[src/rtl/urb_map.vh]
`ifndef URB_MAP_VH
`define URB_MAP_VH

// register byte offsets
`define URB_OFS_STATUS 12'h000
`define URB_OFS_CTRL_B 12'h004
`define URB_OFS_CTRL_C 12'h008
`define URB_OFS_DATA 12'h00c

// status register fields
`define URB_ST_RXC 7
`define URB_ST_FE 4
`define URB_ST_DOR 3
`define URB_ST_PE 2

// control b fields
`define URB_CB_RX_COMPLETE_IRQ_ENABLE 7
`define URB_CB_RECEIVER_ENABLE_BIT 4
`define URB_CB_SZ2 2
`define URB_CB_RX9 1

// control c fields
`define URB_CC_PEN 5
`define URB_CC_PODD 4
`define URB_CC_SBS 3
`define URB_CC_SZ_HI 2
`define URB_CC_SZ_LO 1

// reset values
`define URB_RST_CTRL_B 8'h00
`define URB_RST_CTRL_C 8'h06

// char size code for nine data bits
`define URB_SZ_NINE 3'h7

// serial bit time in pclk cycles
`define URB_BIT_CYCLES 12'd1736
`define URB_HALF_CYCLES 12'd868

// buffer depth in frames
`define URB_BUF_DEPTH 2'd2

`endif

[src/rtl/urb_pad.v]
`default_nettype none
`default_nettype wire

[src/rtl/urb_rx.v]
`include "urb_map.vh"
`default_nettype none

module urb_rx (
  // apb
  input wire pclk,
  input wire presetn,
  input wire psel,
  input wire penable,
  input wire pwrite,
  input wire [11:0] paddr,
  input wire [31:0] pwdata,
  output wire pready,
  output reg [31:0] prdata,
  output reg pslverr,
  // serial pin
  input wire rx_pin,
  output wire rx_pin_override,
  // interrupt
  input wire global_irq_enable,
  output wire rx_irq
);

  localparam ST_IDLE = 3'd0;
  localparam ST_START = 3'd1;
  localparam ST_DATA = 3'd2;
  localparam ST_PAR = 3'd3;
  localparam ST_STOP = 3'd4;

  reg [7:0] ctrl_b_r;
  reg [7:0] ctrl_c_r;
  reg rx_s1_r;
  reg rx_s2_r;
  reg rx_s3_r;
  reg [2:0] state_r;
  reg [11:0] cnt_r;
  reg [3:0] bitn_r;
  reg [3:0] nbits_r;
  reg par_en_r;
  reg par_odd_r;
  reg par_bit_r;
  reg [8:0] sh_data_r;
  reg sh_fe_r;
  reg sh_full_r;
  reg dor_pend_r;
  reg [11:0] mem_r [0:1];
  reg wr_ptr_r;
  reg rd_ptr_r;
  reg [1:0] count_r;
  reg rd_valid_r;

  wire receiver_enable_bit = ctrl_b_r[`URB_CB_RECEIVER_ENABLE_BIT];
  wire rx_complete_irq_enable = ctrl_b_r[`URB_CB_RX_COMPLETE_IRQ_ENABLE];
  wire parity_enable_bit = ctrl_c_r[`URB_CC_PEN];
  wire parity_odd_select = ctrl_c_r[`URB_CC_PODD];
  wire stop_bit_count_select = ctrl_c_r[`URB_CC_SBS];
  wire [2:0] char_size_field = {ctrl_b_r[`URB_CB_SZ2], ctrl_c_r[`URB_CC_SZ_HI:`URB_CC_SZ_LO]};

  wire setup = psel & ~penable;
  wire access = psel & penable;
  wire wr_en = access & pwrite;
  wire rd_data = access & ~pwrite & (paddr == `URB_OFS_DATA);
  wire mapped = (paddr == `URB_OFS_STATUS) | (paddr == `URB_OFS_CTRL_B) |
                (paddr == `URB_OFS_CTRL_C) | (paddr == `URB_OFS_DATA);

  wire rx_complete_flag = receiver_enable_bit & (count_r != 2'd0);
  wire buf_full = (count_r == `URB_BUF_DEPTH);
  wire [11:0] head = mem_r[rd_ptr_r];
  // entry layout: {dor, pe, fe, data[8:0]}
  wire overrun_flag = rx_complete_flag & head[11];
  wire parity_error_flag = rx_complete_flag & head[10];
  wire frame_error_flag = rx_complete_flag & head[9];
  wire rx_ninth_bit = rx_complete_flag & head[8];
  wire pop = rd_data & rd_valid_r;
  wire push = sh_full_r & ~buf_full & receiver_enable_bit;
  wire fall = receiver_enable_bit & rx_s3_r & ~rx_s2_r;

  assign pready = 1'b1;
  assign rx_pin_override = receiver_enable_bit;
  // only completion is gated out; error flags never reach here
  assign rx_irq = rx_complete_irq_enable & rx_complete_flag & global_irq_enable;

  function [3:0] size_bits;
    input [2:0] sz;
    begin
      case (sz)
        3'h0: size_bits = 4'd5;
        3'h1: size_bits = 4'd6;
        3'h2: size_bits = 4'd7;
        `URB_SZ_NINE: size_bits = 4'd9;
        default: size_bits = 4'd8;
      endcase
    end
  endfunction

  // pin synchroniser; rx_s1_r feeds only rx_s2_r
  always @(posedge pclk or negedge presetn)
  begin
    if (!presetn)
    begin
      rx_s1_r <= 1'b1;
      rx_s2_r <= 1'b1;
      rx_s3_r <= 1'b1;
    end
    else
    begin
      rx_s1_r <= rx_pin;
      rx_s2_r <= rx_s1_r;
      rx_s3_r <= rx_s2_r;
    end
  end

  // control registers; status has no writable bits
  always @(posedge pclk or negedge presetn)
  begin
    if (!presetn)
    begin
      ctrl_b_r <= `URB_RST_CTRL_B;
      ctrl_c_r <= `URB_RST_CTRL_C;
    end
    else if (wr_en)
    begin
      if (paddr == `URB_OFS_CTRL_B)
        ctrl_b_r <= {pwdata[7:2], 2'b00};
      if (paddr == `URB_OFS_CTRL_C)
        ctrl_c_r <= pwdata[7:0];
    end
  end

  // read data captured in setup so the head cannot shift under the master
  always @(posedge pclk or negedge presetn)
  begin
    if (!presetn)
    begin
      prdata <= 32'h0000_0000;
      pslverr <= 1'b0;
      rd_valid_r <= 1'b0;
    end
    else if (setup)
    begin
      pslverr <= ~mapped;
      rd_valid_r <= rx_complete_flag;
      case (paddr)
        `URB_OFS_STATUS:
          prdata <= {24'h00_0000, rx_complete_flag, 2'b00, frame_error_flag,
                     overrun_flag, parity_error_flag, 2'b00};
        `URB_OFS_CTRL_B:
          prdata <= {24'h00_0000, ctrl_b_r[7:2], rx_ninth_bit, 1'b0};
        `URB_OFS_CTRL_C:
          prdata <= {24'h00_0000, ctrl_c_r};
        `URB_OFS_DATA:
          prdata <= {24'h00_0000, rx_complete_flag ? head[7:0] : 8'h00};
        default:
          prdata <= 32'h0000_0000;
      endcase
    end
  end

  // receive sequencer
  always @(posedge pclk or negedge presetn)
  begin
    if (!presetn)
    begin
      state_r <= ST_IDLE;
      cnt_r <= 12'h000;
      bitn_r <= 4'h0;
      nbits_r <= 4'h8;
      par_en_r <= 1'b0;
      par_odd_r <= 1'b0;
      par_bit_r <= 1'b0;
      sh_data_r <= 9'h000;
      sh_fe_r <= 1'b0;
      sh_full_r <= 1'b0;
      dor_pend_r <= 1'b0;
    end
    else if (!receiver_enable_bit)
    begin
      // immediate stop, partial frame dropped
      state_r <= ST_IDLE;
      sh_full_r <= 1'b0;
      dor_pend_r <= 1'b0;
    end
    else
    begin
      if (push)
      begin
        sh_full_r <= 1'b0;
        dor_pend_r <= 1'b0;
      end
      case (state_r)
        ST_IDLE:
        begin
          if (fall)
          begin
            // frame waits in shifter and buffer full: new one is lost
            if (sh_full_r & buf_full)
              dor_pend_r <= 1'b1;
            else
            begin
              state_r <= ST_START;
              cnt_r <= `URB_HALF_CYCLES;
            end
          end
        end
        ST_START:
        begin
          if (cnt_r == 12'h000)
          begin
            if (!rx_s2_r)
            begin
              state_r <= ST_DATA;
              cnt_r <= `URB_BIT_CYCLES - 12'd1;
              bitn_r <= 4'h0;
              sh_data_r <= 9'h000;
              nbits_r <= size_bits(char_size_field);
              par_en_r <= parity_enable_bit;
              par_odd_r <= parity_odd_select;
            end
            else
              state_r <= ST_IDLE;
          end
          else
            cnt_r <= cnt_r - 12'd1;
        end
        ST_DATA:
        begin
          if (cnt_r == 12'h000)
          begin
            sh_data_r[bitn_r] <= rx_s2_r;
            bitn_r <= bitn_r + 4'h1;
            cnt_r <= `URB_BIT_CYCLES - 12'd1;
            if (bitn_r == nbits_r - 4'h1)
              state_r <= par_en_r ? ST_PAR : ST_STOP;
          end
          else
            cnt_r <= cnt_r - 12'd1;
        end
        ST_PAR:
        begin
          if (cnt_r == 12'h000)
          begin
            par_bit_r <= rx_s2_r;
            cnt_r <= `URB_BIT_CYCLES - 12'd1;
            state_r <= ST_STOP;
          end
          else
            cnt_r <= cnt_r - 12'd1;
        end
        ST_STOP:
        begin
          // second stop bit is just idle line to the sequencer
          if (cnt_r == 12'h000)
          begin
            sh_fe_r <= ~rx_s2_r;
            sh_full_r <= 1'b1;
            state_r <= ST_IDLE;
          end
          else
            cnt_r <= cnt_r - 12'd1;
        end
        default:
          state_r <= ST_IDLE;
      endcase
    end
  end

  // even: data plus parity bit has even ones count
  wire par_mismatch = (^sh_data_r) ^ par_bit_r ^ par_odd_r;
  wire [11:0] entry = {dor_pend_r, par_en_r & par_mismatch, sh_fe_r, sh_data_r};

  genvar gi;
  generate
    for (gi = 0; gi < 2; gi = gi + 1)
    begin : g_entry
      always @(posedge pclk or negedge presetn)
      begin
        if (!presetn)
          mem_r[gi] <= 12'h000;
        else if (push && (wr_ptr_r == gi))
          mem_r[gi] <= entry;
      end
    end
  endgenerate

  // buffer pointers
  always @(posedge pclk or negedge presetn)
  begin
    if (!presetn)
    begin
      wr_ptr_r <= 1'b0;
      rd_ptr_r <= 1'b0;
      count_r <= 2'd0;
    end
    else if (!receiver_enable_bit)
    begin
      wr_ptr_r <= 1'b0;
      rd_ptr_r <= 1'b0;
      count_r <= 2'd0;
    end
    else
    begin
      if (push)
        wr_ptr_r <= ~wr_ptr_r;
      if (pop)
        rd_ptr_r <= ~rd_ptr_r;
      if (push & ~pop)
        count_r <= count_r + 2'd1;
      else if (pop & ~push)
        count_r <= count_r - 2'd1;
    end
  end

  // stop count setting has no effect on reception
  wire unused_ok = stop_bit_count_select;

endmodule

`default_nettype wire

[config.mk]
export PLATFORM = sky130hd
export DESIGN_NAME = urb_rx
export DESIGN_NICKNAME = d
export VERILOG_FILES = /design/src/rtl/urb_pad.v /design/src/rtl/urb_rx.v
export VERILOG_INCLUDE_DIRS = /design/src /design/src/rtl
export SDC_FILE = /design/constraint.sdc
export NUM_CORES = 1
export LEC_CHECK = 0
export ABC_CLOCK_PERIOD_IN_PS = 3500
export BUFFER_PORTS_ARGS = -buffer_cell sky130_fd_sc_hd__buf_2
export CAP_MARGIN = 40
export CORE_AREA = 2 2 120 93
export DETAILED_ROUTE_END_ITERATION = 12
export DIE_AREA = 0 0 122 95
export MAX_ROUTING_LAYER = met4
export PLACE_DENSITY = 0.8
export SLEW_MARGIN = 20
export SYNTH_ARGS = -nofsm -noshare
export SYNTH_HDL_FRONTEND = slang
export SYNTH_SLANG_ARGS = --single-unit
[constraint.sdc]
create_clock -name pclk -period 3.5 [get_ports pclk]
set_clock_uncertainty 0.1 [all_clocks]
set_input_delay 0.525 -clock pclk [delete_from_list [all_inputs] [get_ports pclk]]
set_output_delay 0.525 -clock pclk [all_outputs]
set_load 0.1 [all_outputs]
==> impl_summary.log <==
INFO  metric outcome = finished clean
INFO  metric ys_types = 66
INFO  metric r2r_start = cnt_r[0]$_DFFE_PN0P_
INFO  metric detail_route.iter0.violations = 294
INFO  metric finalSetupViolations = 0
INFO  metric ys_warn_count = 0
INFO  metric drt-wirelength-per-cell = 16.4 µm
INFO  metric netlist_instances = 484
INFO  metric synth_edf_count = 0
INFO  metric worst-setup-path-type = flip-flop to output port
INFO  metric grt_antenna_before_repair = 0
INFO  metric syn-cell-area = 0.00505 mm²
INFO  metric start_kind = flip-flop
INFO  metric cp.buffers_inverters = 1
INFO  metric critPathSlowestCell = sky130_fd_sc_hd__dfrtp_1
INFO  metric max_capacitance_violation_count = 0
INFO  metric cts_resized = 0
INFO  metric worst_slew_margin_rel = 51.1%
INFO  metric worstHoldPathType = input pin to async pin
INFO  metric async_reset_ff_share = 100%
INFO  metric post_cts.repair.setup_buffers = 0
INFO  metric layout_min_cycle_time = 2.32 ns
INFO  metric antenna_cells_inserted = 0
INFO  metric maximum_number_of_pins_on_one_net_before_global_route_repair = 94
INFO  metric synth_area_leader_cell = sky130_fd_sc_hd__dfrtp_1
INFO  metric reg2reg_depth = 7
INFO  metric finalMaxSlewViolations = 0
INFO  metric routabilityCongestion = 0.845
INFO  metric ys_seq_area_share = 46.2%
INFO  metric row_count = 33
INFO  metric cts_htree_levels = 3
INFO  metric cts_num_sinks = 93
INFO  metric filler_cell_count = 902
INFO  metric critPathTopFamily = flip-flops
INFO  metric dr.pass1.iters = 5
INFO  metric core = 0.0105 mm²
INFO  metric overflow_after_grt = 0
INFO  metric most_used_flip_flop_cell_after_synthesis = sky130_fd_sc_hd__dfrtp_1
INFO  metric dpl.hpwl = 7.59 mm
INFO  metric detail-route-antenna-nets = 0
INFO  metric timing.critical_path.from = ctrl_b_r[4]$_DFFE_PN0P_
INFO  metric min_period_over_period = 66.3%
INFO  metric post_route_cells_drive_above_1_share = 24.2%
INFO  metric syn-mean-instance-area = 10.4 µm²
INFO  metric track_usage = 20.0%
INFO  metric highest_clock_rate = 0.431 GHz
INFO  metric clk_latency = 0.35 ns
INFO  metric critical_path_peak_fanout = 6
INFO  metric worstMarginPinSlew = 0.734 ns
INFO  metric grt_setup_unrepaired = false
INFO  metric layout-area-overhead-vs-synth = 9.99%
INFO  metric critPathArrivalTime = 1.70 ns
INFO  metric tritoncts = done
INFO  metric worst_stage_delay_on_the_critical_path = 0.48 ns
INFO  metric final.setup.tns = 0 ns
INFO  metric first_pass_grt_wire_length = 17.3 mm
INFO  metric design.die.area = 0.0116 mm²
INFO  metric timing.rr.end = cnt_r[4]$_DFFE_PN0P_
INFO  metric clock_path_buffers = 2
INFO  metric timing.critical_path.required = 2.87 ns
INFO  metric final_net_count = 569
INFO  metric buffer_ports.inserted = 37
INFO  metric synth-seq-cells = 93
INFO  metric top_level_ports = 87
INFO  metric grt_pass1_vias = 3,508
INFO  metric clock_tree.root_cell = sky130_fd_sc_hd__clkbuf_16
INFO  metric worst_ir_drop_vdd = 0.227 mV
INFO  metric crit_chain = o21a_1, and3_1, buf_2
INFO  metric die_w = 122 µm
INFO  metric drt_wl_total = 10.8 mm
INFO  metric leakage = 0.00252 µW
INFO  metric yosysTopAreaCellShare = 43.1%
INFO  metric critPathCaptureType = output port
INFO  metric die_height = 95 µm
INFO  metric clk_pin_slew = 0.07 ns
INFO  metric synth.top_cells.by_area = sky130_fd_sc_hd__dfrtp_1 (43%), sky130_fd_sc_hd__mux2_2 (9.6%), sky130_fd_sc_hd__buf_4 (4.0%)
INFO  metric hold_viol = 0
INFO  metric vias_per_cell = 5.66
INFO  metric vias = 3,710
INFO  metric powerDensity = 406 mW/mm²
INFO  metric initial_core_util = 48.0%
INFO  metric cts_hold_buffers = 0
INFO  metric route.detailed.drc = 0
INFO  metric final_core_utilization = 52.8%
INFO  metric setup.reg_to_reg.worst_slack = 1.21 ns
INFO  metric fin_hold_ws = 0.104 ns
INFO  metric cts_inserted_buffers = 9
==> cell usage in the layout, fill, tap and decap left out, types with 3 or more instances in the layout <==
cell type | netlist | routed
sky130_fd_sc_hd__nor4_1 | 3 | 3
sky130_fd_sc_hd__buf_2 | 7 | 36
sky130_fd_sc_hd__o221a_2 | 3 | 3
sky130_fd_sc_hd__a31oi_1 | 6 | 6
sky130_fd_sc_hd__xor2_1 | 6 | 6
sky130_fd_sc_hd__nor3_2 | 3 | 3
sky130_fd_sc_hd__mux2i_1 | 18 | 18
sky130_fd_sc_hd__ha_1 | 7 | 7
sky130_fd_sc_hd__o31ai_1 | 6 | 6
sky130_fd_sc_hd__o21a_1 | 4 | 4
sky130_fd_sc_hd__nand3b_1 | 4 | 4
sky130_fd_sc_hd__nand3_1 | 18 | 18
sky130_fd_sc_hd__nand2_1 | 49 | 49
sky130_fd_sc_hd__nor3_1 | 8 | 8
sky130_fd_sc_hd__nand2b_1 | 8 | 8
sky130_fd_sc_hd__buf_4 | 27 | 5
sky130_fd_sc_hd__dfrtp_1 | 87 | 87
sky130_fd_sc_hd__nand4_1 | 5 | 5
sky130_fd_sc_hd__o21ai_0 | 25 | 25
sky130_fd_sc_hd__nor2_1 | 21 | 21
sky130_fd_sc_hd__xnor2_1 | 15 | 15
sky130_fd_sc_hd__a211oi_1 | 3 | 3
sky130_fd_sc_hd__a21oi_1 | 19 | 19
sky130_fd_sc_hd__or3_1 | 6 | 6
sky130_fd_sc_hd__clkbuf_16 | 0 | 9
sky130_fd_sc_hd__mux2_2 | 43 | 43
sky130_fd_sc_hd__conb_1 | 2 | 25
sky130_fd_sc_hd__nor2b_1 | 6 | 6
sky130_fd_sc_hd__dfstp_2 | 6 | 6
sky130_fd_sc_hd__and3_1 | 4 | 4
sky130_fd_sc_hd__inv_1 | 10 | 10
==> stage by stage <==
step / worst slack, ns / instances / area, µm² / total power, µW
6_report: 1.18 / 656 / 5550 / 2260
5_1_grt: 1.06 / 656 / 5550 / 2320
4_1_cts: 0.997 / 655 / 5550 / 2280
3_5_place_dp: 1.01 / 639 / 5240 / 1270
3_3_place_gp: 1.08 / 639 / 5240 / 1270
2_1_floorplan: 0.714 / 507 / 5140 / 1250
==> flip-flops by register name, indices dropped and copies added, names as in the netlist, 2 cells and up <==
signal,flops
ctrl_c_r,8
sh_data_r,9
nbits_r,4
state_r,3
mem_r,24
cnt_r,12
count_r,2
ctrl_b_r,6
bitn_r,4
prdata,8
==> power breakdown <==
part,internal [µW],total [µW],switching (µW)
registers,1080,1080,1.74
clock network,592,1010,414
logic,16.6,171,154
total,1690,2260,570
==> cells by family after synthesis <==
kind of cell               after synthesis  share of synthesized area [%]
and+or+nand+nor                        149                           16.0
DFF                                     93                           46.2
AOI/OAI and AO/OA                       91                           12.2
muxes                                   61                           13.2
buffers and inverters                   60                           6.89
xor gates and xnor gates                21                           3.64
adders and majority gates                7                           1.73
other                                    2                          0.149
==> worst max-delay path by stage <==
stage                                         to  slack (ns)  cells after the start
after CTS                   cnt_r[1]$_DFFE_PN0P_         1.0                      6
after global routing      nbits_r[1]$_DFFE_PN0P_        1.06                      7
after detailed placement    cnt_r[1]$_DFFE_PN0P_        1.01                      6
after floorplan                           rx_irq        0.71                      3
after global placement      cnt_r[1]$_DFFE_PN0P_        1.08                      6
final                                     rx_irq        1.18                      3
==> metal layers <==
metal  vias to the layer above  track usage (%)  routed length, µm
li1                       1729                -                  -
met1                      1859             27.5               5000
met2                       110             29.4               5090
met3                        12             4.23                547
met4                         0             6.90                140
met5                         -                -                  0
==> cell type report <==
class | count | area [µm²] | area share, %
Inverter | 11 | 41.3 | 0.743
Multi-Input combinational cell | 354 | 2450 | 44.2
Clock inverter | 5 | 58.8 | 1.06
Timing Repair Buffer | 42 | 238 | 4.28
Clock buffer | 11 | 253 | 4.55
Tap cell | 140 | 175 | 3.15
Sequential cell | 93 | 2330 | 42.0
==> Yosys cell counts, types with 5 or more instances <==
master,number
sky130_fd_sc_hd__a21oi_1,19
sky130_fd_sc_hd__a31oi_1,6
sky130_fd_sc_hd__buf_2,7
sky130_fd_sc_hd__buf_4,27
sky130_fd_sc_hd__clkbuf_1,12
sky130_fd_sc_hd__dfrtp_1,87
sky130_fd_sc_hd__dfstp_2,6
sky130_fd_sc_hd__ha_1,7
sky130_fd_sc_hd__inv_1,10
sky130_fd_sc_hd__mux2_2,43
sky130_fd_sc_hd__mux2i_1,18
sky130_fd_sc_hd__nand2_1,49
sky130_fd_sc_hd__nand2b_1,8
sky130_fd_sc_hd__nand3_1,18
sky130_fd_sc_hd__nand4_1,5
sky130_fd_sc_hd__nor2_1,21
sky130_fd_sc_hd__nor2b_1,6
sky130_fd_sc_hd__nor3_1,8
sky130_fd_sc_hd__o21ai_0,25
sky130_fd_sc_hd__o31ai_1,6
sky130_fd_sc_hd__or3_1,6
sky130_fd_sc_hd__xnor2_1,15
sky130_fd_sc_hd__xor2_1,6
No activity file was read; power rests on OpenSTA's default activity.
